[src/fps_defs.vh]
// Constants for the flash program and erase host sequencer.
`ifndef FPS_DEFS_VH
`define FPS_DEFS_VH

// Bus widths.
`define FPS_AW 19
`define FPS_DW 8

// User command codes.
`define FPS_OP_READ 4'h0
`define FPS_OP_PROG 4'h1
`define FPS_OP_CHIP 4'h2
`define FPS_OP_SECT 4'h3
`define FPS_OP_ADDS 4'h4
`define FPS_OP_SUSP 4'h5
`define FPS_OP_RESM 4'h6
`define FPS_OP_RST 4'h7
`define FPS_OP_WAIT 4'h8

// Unlock and command addresses.
`define FPS_ADR_UNL1 19'h0_0555
`define FPS_ADR_UNL2 19'h0_02AA

// Command data values.
`define FPS_D_UNL1 8'hAA
`define FPS_D_UNL2 8'h55
`define FPS_D_PSET 8'hA0
`define FPS_D_ESET 8'h80
`define FPS_D_CHIP 8'h10
`define FPS_D_SECT 8'h30
`define FPS_D_SUSP 8'hB0
`define FPS_D_RESM 8'h30
`define FPS_D_RST 8'hF0

// Sequence lengths in write cycles.
`define FPS_LEN_PROG 3'h4
`define FPS_LEN_ERASE 3'h6
`define FPS_LEN_ONE 3'h1

// Status bit positions.
`define FPS_BIT_TOGGLE 6
`define FPS_BIT_LIMIT 5
`define FPS_BIT_WINDOW 3

// Timing: clock rate, sector erase window and the host's safety margin.
`define FPS_CLK_MHZ 10
`define FPS_WINDOW_US 50
`define FPS_GAP_US 45
`define FPS_GAP_CYC (`FPS_GAP_US * `FPS_CLK_MHZ)
`define FPS_WIN_CW 10

`endif

[src/fps_host.v]
// Host-side controller that drives a parallel flash through its command sequences.
`timescale 1ns/1ps
`include "fps_defs.vh"

module fps_host
(
	// Clock, reset and clock enable.
	input wire mclk_i,
	input wire nrst_i,
	input wire ce_i,
	// User command port.
	input wire cmd_valid_i,
	input wire [3:0] cmd_op_i,
	input wire [`FPS_AW-1:0] cmd_addr_i,
	input wire [`FPS_DW-1:0] cmd_data_i,
	output wire cmd_ready_o,
	output reg done_o,
	output reg err_o,
	output reg [`FPS_DW-1:0] rdata_o,
	output reg window_open_o,
	// Flash pins.
	output reg [`FPS_AW-1:0] fl_addr_o,
	input wire [`FPS_DW-1:0] fl_dq_i,
	output reg [`FPS_DW-1:0] fl_dq_o,
	output reg fl_dq_oe_o,
	output reg fl_ce_n_o,
	output reg fl_we_n_o,
	output reg fl_oe_n_o
);

	////////////////////////////////////////////////////////////////////////
	// States and read kinds.
	localparam S_IDLE = 3'd0;
	localparam S_WA = 3'd1;
	localparam S_WB = 3'd2;
	localparam S_WC = 3'd3;
	localparam S_RA = 3'd4;
	localparam S_RB = 3'd5;
	localparam S_RC = 3'd6;
	localparam K_USER = 2'd0;
	localparam K_POLL1 = 2'd1;
	localparam K_POLL2 = 2'd2;
	localparam [`FPS_WIN_CW-1:0] GAP_CYC = `FPS_GAP_CYC;

	reg [2:0] state;
	reg [3:0] op;
	reg [`FPS_AW-1:0] addr;
	reg [`FPS_DW-1:0] data;
	reg [2:0] idx;
	reg [2:0] len;
	reg [1:0] kind;
	reg [`FPS_DW-1:0] prev;
	reg abort;
	reg [`FPS_WIN_CW-1:0] win_cnt;

	////////////////////////////////////////////////////////////////////////
	// Sequence tables.

	// Address of write number i of the sequence for command c.
	function [`FPS_AW-1:0] seq_addr;
		input [3:0] c;
		input [2:0] i;
		input [`FPS_AW-1:0] a;
		begin
			case (i)
				3'd0: seq_addr = (c == `FPS_OP_PROG || c == `FPS_OP_CHIP || c == `FPS_OP_SECT)
					? `FPS_ADR_UNL1 : a;
				3'd1: seq_addr = `FPS_ADR_UNL2;
				3'd2: seq_addr = `FPS_ADR_UNL1;
				3'd3: seq_addr = (c == `FPS_OP_PROG) ? a : `FPS_ADR_UNL1;
				3'd4: seq_addr = `FPS_ADR_UNL2;
				default: seq_addr = (c == `FPS_OP_SECT) ? a : `FPS_ADR_UNL1;
			endcase
		end
	endfunction

	// Data of write number i of the sequence for command c.
	function [`FPS_DW-1:0] seq_data;
		input [3:0] c;
		input [2:0] i;
		input [`FPS_DW-1:0] d;
		begin
			case (i)
				3'd0:
				begin
					case (c)
						`FPS_OP_ADDS: seq_data = `FPS_D_SECT;
						`FPS_OP_SUSP: seq_data = `FPS_D_SUSP;
						`FPS_OP_RESM: seq_data = `FPS_D_RESM;
						`FPS_OP_RST: seq_data = `FPS_D_RST;
						default: seq_data = `FPS_D_UNL1;
					endcase
				end
				3'd1: seq_data = `FPS_D_UNL2;
				3'd2: seq_data = (c == `FPS_OP_PROG) ? `FPS_D_PSET : `FPS_D_ESET;
				3'd3: seq_data = (c == `FPS_OP_PROG) ? d : `FPS_D_UNL1;
				3'd4: seq_data = `FPS_D_UNL2;
				default: seq_data = (c == `FPS_OP_CHIP) ? `FPS_D_CHIP : `FPS_D_SECT;
			endcase
		end
	endfunction

	// Number of write cycles for a command.
	function [2:0] seq_len;
		input [3:0] c;
		begin
			case (c)
				`FPS_OP_PROG: seq_len = `FPS_LEN_PROG;
				`FPS_OP_CHIP: seq_len = `FPS_LEN_ERASE;
				`FPS_OP_SECT: seq_len = `FPS_LEN_ERASE;
				default: seq_len = `FPS_LEN_ONE;
			endcase
		end
	endfunction

	// Commands whose last write is followed by polling until the device settles.
	function needs_poll;
		input [3:0] c;
		begin
			needs_poll = (c == `FPS_OP_PROG) || (c == `FPS_OP_CHIP) ||
				(c == `FPS_OP_SUSP) || (c == `FPS_OP_WAIT);
		end
	endfunction

	////////////////////////////////////////////////////////////////////////
	// Handshake: a command is taken only when idle and the clock is enabled.
	assign cmd_ready_o = (state == S_IDLE) && ce_i;

	////////////////////////////////////////////////////////////////////////
	// Window timer, restarted one cycle after the rising strobe of the last write of each sector erase or sector add, on the edge where chip select rises.
	// Adding a sector is refused once the margin below the window has passed.
	always @(posedge mclk_i or negedge nrst_i)
	begin
		if (!nrst_i)
		begin
			win_cnt <= {`FPS_WIN_CW{1'b0}};
			window_open_o <= 1'b0;
		end
		else if (ce_i)
		begin
			if (state == S_WC && idx == len - 3'd1 &&
				(op == `FPS_OP_SECT || op == `FPS_OP_ADDS))
			begin
				win_cnt <= {`FPS_WIN_CW{1'b0}};
				window_open_o <= 1'b1;
			end
			else if (state == S_WC && op != `FPS_OP_SECT && op != `FPS_OP_ADDS)
				window_open_o <= 1'b0;
			else if (window_open_o)
			begin
				if (win_cnt >= GAP_CYC - 1'b1)
					window_open_o <= 1'b0;
				win_cnt <= win_cnt + 1'b1;
			end
		end
	end

	////////////////////////////////////////////////////////////////////////
	// Main sequencer: write cycles, read cycles and toggle polling.
	always @(posedge mclk_i or negedge nrst_i)
	begin
		if (!nrst_i)
		begin
			state <= S_IDLE;
			op <= 4'h0;
			addr <= {`FPS_AW{1'b0}};
			data <= {`FPS_DW{1'b0}};
			idx <= 3'd0;
			len <= 3'd0;
			kind <= K_USER;
			prev <= {`FPS_DW{1'b0}};
			abort <= 1'b0;
			done_o <= 1'b0;
			err_o <= 1'b0;
			rdata_o <= {`FPS_DW{1'b0}};
			fl_addr_o <= {`FPS_AW{1'b0}};
			fl_dq_o <= {`FPS_DW{1'b0}};
			fl_dq_oe_o <= 1'b0;
			fl_ce_n_o <= 1'b1;
			fl_we_n_o <= 1'b1;
			fl_oe_n_o <= 1'b1;
		end
		else if (ce_i)
		begin
			done_o <= 1'b0;
			case (state)
				S_IDLE:
				begin
					if (cmd_valid_i)
					begin
						op <= cmd_op_i;
						addr <= cmd_addr_i;
						data <= cmd_data_i;
						idx <= 3'd0;
						len <= seq_len(cmd_op_i);
						abort <= 1'b0;
						err_o <= 1'b0;
						fl_addr_o <= cmd_addr_i;
						if (cmd_op_i == `FPS_OP_ADDS && !window_open_o)
						begin
							err_o <= 1'b1;
							done_o <= 1'b1;
						end
						else if (cmd_op_i == `FPS_OP_READ)
						begin
							kind <= K_USER;
							state <= S_RA;
						end
						else if (cmd_op_i == `FPS_OP_WAIT)
						begin
							kind <= K_POLL1;
							state <= S_RA;
						end
						else
							state <= S_WA;
					end
				end
				S_WA:
				begin
					// Address and data are driven on the same edge on which both strobes fall.
					fl_addr_o <= seq_addr(op, idx, addr);
					fl_dq_o <= seq_data(op, idx, data);
					fl_dq_oe_o <= 1'b1;
					fl_ce_n_o <= 1'b0;
					fl_we_n_o <= 1'b0;
					state <= S_WB;
				end
				S_WB:
				begin
					// Write strobe rises here; the device latches the data.
					fl_we_n_o <= 1'b1;
					state <= S_WC;
				end
				S_WC:
				begin
					fl_ce_n_o <= 1'b1;
					fl_dq_oe_o <= 1'b0;
					if (idx != len - 3'd1)
					begin
						idx <= idx + 3'd1;
						state <= S_WA;
					end
					else if (needs_poll(op) && !abort)
					begin
						kind <= K_POLL1;
						state <= S_RA;
					end
					else
					begin
						// A failed algorithm reports its error together with done.
						if (abort)
							err_o <= 1'b1;
						done_o <= 1'b1;
						state <= S_IDLE;
					end
				end
				S_RA:
				begin
					fl_ce_n_o <= 1'b0;
					fl_oe_n_o <= 1'b0;
					state <= S_RB;
				end
				S_RB:
				begin
					state <= S_RC;
				end
				S_RC:
				begin
					fl_ce_n_o <= 1'b1;
					fl_oe_n_o <= 1'b1;
					rdata_o <= fl_dq_i;
					case (kind)
						K_POLL1:
						begin
							prev <= fl_dq_i;
							kind <= K_POLL2;
							state <= S_RA;
						end
						K_POLL2:
						begin
							if (prev[`FPS_BIT_TOGGLE] == fl_dq_i[`FPS_BIT_TOGGLE])
							begin
								done_o <= 1'b1;
								state <= S_IDLE;
							end
							else if (fl_dq_i[`FPS_BIT_LIMIT])
							begin
								// Still toggling with the limit flag up: failed, send reset.
								abort <= 1'b1;
								op <= `FPS_OP_RST;
								idx <= 3'd0;
								len <= `FPS_LEN_ONE;
								state <= S_WA;
							end
							else
							begin
								kind <= K_POLL1;
								state <= S_RA;
							end
						end
						default:
						begin
							done_o <= 1'b1;
							state <= S_IDLE;
						end
					endcase
				end
				default:
					state <= S_IDLE;
			endcase
		end
	end

endmodule // fps_host

[config.mk]
export PLATFORM = sky130hd
export DESIGN_NAME = fps_host
export DESIGN_NICKNAME = d
export VERILOG_FILES = /design/src/fps_host.v
export VERILOG_INCLUDE_DIRS = /design/src
export SDC_FILE = /design/constraint.sdc
export NUM_CORES = 1
export LEC_CHECK = 0
export ABC_CLOCK_PERIOD_IN_PS = 2530
export BUFFER_PORTS_ARGS = -buffer_cell sky130_fd_sc_hd__clkbuf_2
export CAP_MARGIN = 10
export CORE_ASPECT_RATIO = 1.25
export CORE_MARGIN = 2
export CORE_UTILIZATION = 37
export CTS_CLUSTER_DIAMETER = 50
export DETAILED_ROUTE_END_ITERATION = 10
export PLACE_DENSITY_LB_ADDON = 0.12
export SLEW_MARGIN = 10
export SYNTH_ARGS = -nofsm -noshare
export SYNTH_HDL_FRONTEND = slang
export SYNTH_SLANG_ARGS = --single-unit
[constraint.sdc]
create_clock -name mclk_i -period 2.53 [get_ports mclk_i]
set_clock_uncertainty 0.15 [all_clocks]
set_input_delay 0.253 -clock mclk_i [delete_from_list [all_inputs] [get_ports mclk_i]]
set_output_delay 0.253 -clock mclk_i [all_outputs]
set_load 0.005 [all_outputs]
# ---- Word-level counts from Yosys, hierarchy flattened
# Index checks and enable logic that the tools add are counted.
# W data, S select, Z words.
dict set report word_totals {
  regBits 102
  input_bits 43
  output_inout_bits 43
}
dict set report classes {
  addsub 3
  n_lt_le_gt_ge 1
  n_eq_ne 45
  n_mux 76
  reduce_logical 46
}
# cell n
set ops {}
lappend ops {{$mux W19} 4}
lappend ops {{$pmux W19 S4} 1}
lappend ops {{$mux W3} 17}
lappend ops {{$pmux W19 S2} 1}
lappend ops {{$pmux W8 S4} 1}
lappend ops {{$mux W10} 3}
lappend ops {{$pmux W8 S3} 1}
lappend ops {{$pmux W3 S7} 1}
lappend ops {{$eq A4 B3 Y1 const B} 5}
lappend ops {{$ne A2 B2 Y1 const B} 9}
lappend ops {{$pmux W3 S2} 3}
lappend ops {{$mux W1} 17}
lappend ops {{$eq A4 B2 Y1 const B} 4}
lappend ops {{$mux W2} 8}
lappend ops {{$mux W4} 4}
lappend ops {{$reduce_bool A2 Y1} 8}
lappend ops {{$reduce_and A3 Y1} 5}
lappend ops {{$pmux W1 S2} 7}
lappend ops {{$eq A3 B2 Y1 const B} 4}
lappend ops {{$eq A3 B3 Y1 const B} 4}
lappend ops {{$mux W6} 2}
lappend ops {{$reduce_and A2 Y1} 6}
lappend ops {{$reduce_and A6 Y1} 2}
lappend ops {{$add A10 B1 Y10 const B} 1}
lappend ops {{32 further kinds} 53}

# ---- Depth between registers and ports, before layout
dict set report depth {
  word_depth 8
  mapped_depth 9
  depth_no_buf 7
}

# ---- Worst setup path before layout
# No wires, ideal clock.
dict set report synth_timing {
  path_kind {register to register}
  startpoint {reg idx[2]}
  endpoint {reg kind[1]}
  t_arrival_ns 2.061
  required_time_ns 2.255
  slack_ns 0.194
  path_stages_with_launch 7
  synth_period_minus_slack_ns 2.336
  path_cell_list {dfrtp_1 -> buf_6 -> xor3_2 -> o31ai_1 -> nand2_1 -> a211oi_1 -> mux2_2}
}
dict set report synth_between {
  elab_chain_len 3
}
# item line_no
set synth_lines {}
lappend synth_lines {{start: declaration} fps_host.v:49} ;# reg [2:0] idx;
lappend synth_lines {{start signal: assignment} fps_host.v:240} ;# idx <= idx + 3'd1;
lappend synth_lines {{$ne A3 B3 Y1} fps_host.v:238} ;# if (idx != len - 3'd1)
lappend synth_lines {{$ne A2 B2 Y1 (no source line)} n/a}
lappend synth_lines {{$reduce_and A10 Y1 (no source line)} n/a}
lappend synth_lines {{end signal: assignment} fps_host.v:245} ;# kind <= K_POLL1;
lappend synth_lines {{end signal: assignment} fps_host.v:276} ;# kind <= K_POLL2;
lappend synth_lines {{end signal: assignment} fps_host.v:297} ;# kind <= K_POLL1;
lappend synth_lines {{end: declaration} fps_host.v:51} ;# reg [1:0] kind;
# Every way passes these cells.
# A chain may end at the register's enable or synchronous reset.

# ---- Final worst setup path
dict set report layout_timing {
  startpoint {reg op[2]}
  endpoint {reg win_cnt[2]}
}
dict set report layout_between {
  elab_chain_len 5
  elab_cells_between_ends 12
  classes_between {eq/ne: 5; mux: 1; reduce/logical: 6}
}
# item line_no
set layout_lines {}
lappend layout_lines {{start: declaration} fps_host.v:46} ;# reg [3:0] op;
lappend layout_lines {{start signal: assignment} fps_host.v:191} ;# op <= cmd_op_i;
lappend layout_lines {{start signal: assignment} fps_host.v:290} ;# op <= `FPS_OP_RST;
lappend layout_lines {{$eq A4 B2 Y1 (no source line), or another cell as far along} n/a}
lappend layout_lines {{$logic_or A1 B1 Y1 (no source line) / $logic_and A1 B1 Y1 (equally long branches)} n/a}
lappend layout_lines {{$logic_and A1 B1 Y1, on equally long branches} n/a}
lappend layout_lines {{$ne A2 B2 Y1 (no source line) / $reduce_bool A2 Y1 (equally long branches)} n/a}
lappend layout_lines {{$reduce_and A3 Y1 (no source line)} n/a}
lappend layout_lines {{end signal: assignment} fps_host.v:136} ;# win_cnt <= {`FPS_WIN_CW{1'b0}};
lappend layout_lines {{end signal: assignment} fps_host.v:144} ;# win_cnt <= {`FPS_WIN_CW{1'b0}};
lappend layout_lines {{end signal: assignment} fps_host.v:153} ;# win_cnt <= win_cnt + 1'b1;
lappend layout_lines {{end: declaration} fps_host.v:54} ;# reg [`FPS_WIN_CW-1:0] win_cnt;
# Parallel ways exist; a longest one is shown, timed or not.

==> flow_summary.yaml <==
clock_network:
  cts_setup_buffers: 0
  tritoncts.num_buffers: 9
  clk_pin_slew_ns: 0.07
  cts_root_buffer: "clkbuf_16"
  cts_buffer_depth: 2
  numClockSinks: 96
  clk_latency_ns: 0.35
  tritoncts: "yes"
  h-tree-depth: 3
placed_design:
  dp_slack_ns: 0.0687
  placed_area_mm2: 0.00578
  placedCellCount: 823
  portBuffers: 85
  globalplace.congestion: 0.833
  dp_hpwl_mm: 9.19
synthesis:
  synth_edf_count: 0
  syn-cell-area_mm2: 0.00506
  seq_area_frac_synth: 0.475
  synth_async_sr_flop_share: 1.00
  syn_avg_cell_area_um2: 8.96
  synth_seq_cells: 96
  mappedNetlistNets: 621
  yosysTopAreaCell: "dfrtp_1"
  synth_area_leaders: "dfrtp_1 (46%), nand2_1 (10%), nor2_1 (3.9%)"
  synthFlopType: "dfrtp_1"
  ys_warn_count: 0
  synth_cells: 565
  synth_top_area_frac: 0.459
  ys_types: 59
worst_setup_path:
  cp-end-kind: "flop"
  reg2regPathDepth: 6
  r2r_setup_slack_ns: 0.14
  crit_path_top_delay_cell: "or3b_2"
  path_max_fanout: 9
  start_kind: "flop"
  worstSetupStartpoint: "op[2]"
  r2r-start: "op[2]"
  required_ns: 2.67
  critPathCapture: "win_cnt[2]"
  critPathTopFamily: "simple AND/OR/NAND/NOR gates"
  path_cells: "or3b_2 -> a21oi_4 -> o221ai_2 -> buf_4 -> or4_1 -> nand2_1"
  cp.depth: 6
  path_buf_inv: 1
  crit_arrival_ns: 2.53
  rr_endpoint: "win_cnt[2]"
  crit_type: "reg2reg"
  critPathMaxStageDelay_ns: 0.51
cells_and_area:
  finalInstanceArea_mm2: 0.00646
  drive_gt1_frac: 0.248
  final-instance-count-excl-fill: 874
  layout_commonest_cell: "nand2_1"
  final_core_util: 0.486
  final_cell_mix: "nand2_1 (135), dfrtp_1 (93), clkbuf_2 (84), nor2_1 (52), o21ai_0 (38)"
  fillers: 1297
  area_growth_pct: 27.5
  antenna_cells: 0
  layout.nets: 754
timing:
  setup_tns_ns: 0
  hold_violations: 0
  slew_headroom: 0.541
  finalCriticalPeriod_ns: 2.39
  tightest_slew_ns: 0.683
  setup_violations: 0
  drv_slew: 0
  setup_slack_ns: 0.136
  post-route-period-util: 0.946
  max_freq_mhz: 418
outcome:
  status: "finished, final reports clean"
global_route:
  grt_usage: 0.189
  first_global_vias: 4441
  grt_max_degree: 97
  gr-total-overflow: 0
  grt_first_pass_wirelength_mm: 21.7
  antenna_found_initial: 0
floorplanning:
  rows: 47
  start_util: 0.381
  fp.dieW_um: 109
  die-height_um: 135
  ios: 86
  dieArea_mm2: 0.0146
  core_mm2: 0.0133
detailed_routing:
  vias: 4530
  antenna_left: 0
  wl_mm: 13.3
  vias_per_cell: 5.18
  wl_per_cell_um: 15.2
  dr.pass1.iters: 4
  drc_errors: 0
  drt-initial-drc-count: 236
pwr:
  peakVddDrop_mv: 0.456
  power_density_mw_per_mm2: 1120
  p_leak_nw: 3.06
flow_run:
  maxCapViolCount: 0
min_path:
  hp-class: "in2reg"
  hp-start: "fl_dq_i[6]"
-- worst min-delay path by stage --
stage	end	slack [ns]	cells past startpoint
2_1_floorplan	abort	-0.19	0
3_3_place_gp	fl_dq_o[2]	0.21	2
3_5_place_dp	fl_dq_o[2]	0.21	2
4_1_cts	prev[6]	0.007	3
5_1_grt	rdata_o[6]	0.05	2
6_report	prev[6]	0.02	3
-- where the power goes --
group / internal (mW) / switching, mW / total [mW]
Combinational: 1.41 / 1.77 / 3.18
Clock: 0.806 / 0.629 / 1.44
Sequential: 2.19 / 0.459 / 2.65
-- cell families (layout without fill, tap and decap cells) --
family | after synthesis | count (layout) | synth area share
xor+xnor | 5 | 5 | 0.0119
simple gates | 250 | 250 | 0.221
buf+inv | 55 | 193 | 0.0561
flops | 96 | 96 | 0.475
fa+ha+maj | 13 | 13 | 0.0321
mux | 15 | 15 | 0.0329
compound gates | 131 | 131 | 0.171
-- tightest hold or removal path, delay by kind of cell --
family / cells / cell delay (ns)
simple gates: 2 / 0.12
buf+inv: 1 / 0.11
-- state kept, by name (all words and copies together) (netlist names) --
register / cells
fl_ce_n_o: 1
data: 8
abort: 1
err_o: 1
len: 3
addr: 19
state: 3
rdata_o: 8
window_open_o: 1
fl_we_n_o: 1
fl_addr_o: 19
idx: 3
fl_dq_o: 8
fl_dq_oe_o: 1
done_o: 1
prev: 1
win_cnt: 10
kind: 2
fl_oe_n_o: 1
op: 4
-- per-stage QoR --
| step | total power, mW | hold slack (ns) |
|---|---|---|
| after floorplan | 4.72 | -0.193 |
| after global placement | 5.70 | 0.209 |
| after detailed placement | 5.79 | 0.205 |
| after CTS | 7.30 | 0.00727 |
| after global routing | 7.88 | 0.0461 |
| final | 7.26 | 0.0162 |
-- cell usage after synthesis, drive strengths merged (3+ instances only) --
cell / number
nand2: 135
dfrtp: 93
nor2: 52
o21ai: 38
clkbuf: 24
inv: 24
a31oi: 21
a21oi: 18
nand3: 14
ha: 13
mux2: 13
nor3: 10
a221oi: 7
o211ai: 7
or4: 7
a31o: 6
buf: 5
nor4: 5
o31ai: 5
or3: 5
a22oi: 4
and3: 4
o22a: 4
o22ai: 4
xnor2: 4
a21o: 3
dfstp: 3
nand3b: 3
o21a: 3
o221ai: 3
-- final cells by class --
cell class	count	area (um^2)	share of cell area
flip-flops and latches	96	2410	0.373
inverters	24	90.1	0.0139
multi-input cells	414	2400	0.371
repair buffers	153	1040	0.161
clock buffers	10	239	0.0370
well taps	171	214	0.0331
clock inverters	6	72.6	0.0112
-- repair_timing --
action | in CTS | in global routing
resized for setup | 0 | 2
setup endpoints to repair | 0 | 5
hold buffers | 34 | 0
hold endpoints to repair | 137 | 0
-- layer usage --
layer | up-vias | wire (um) | track usage
met2 | 129 | 6370 | 0.309
met4 | 0 | 323 | 0.0848
met1 | 2135 | 5980 | 0.245
met3 | 24 | 579 | 0.0285
li1 | 2242 | - | -
met5 | - | 0 | 0
(Power assumes the default switching activity.)
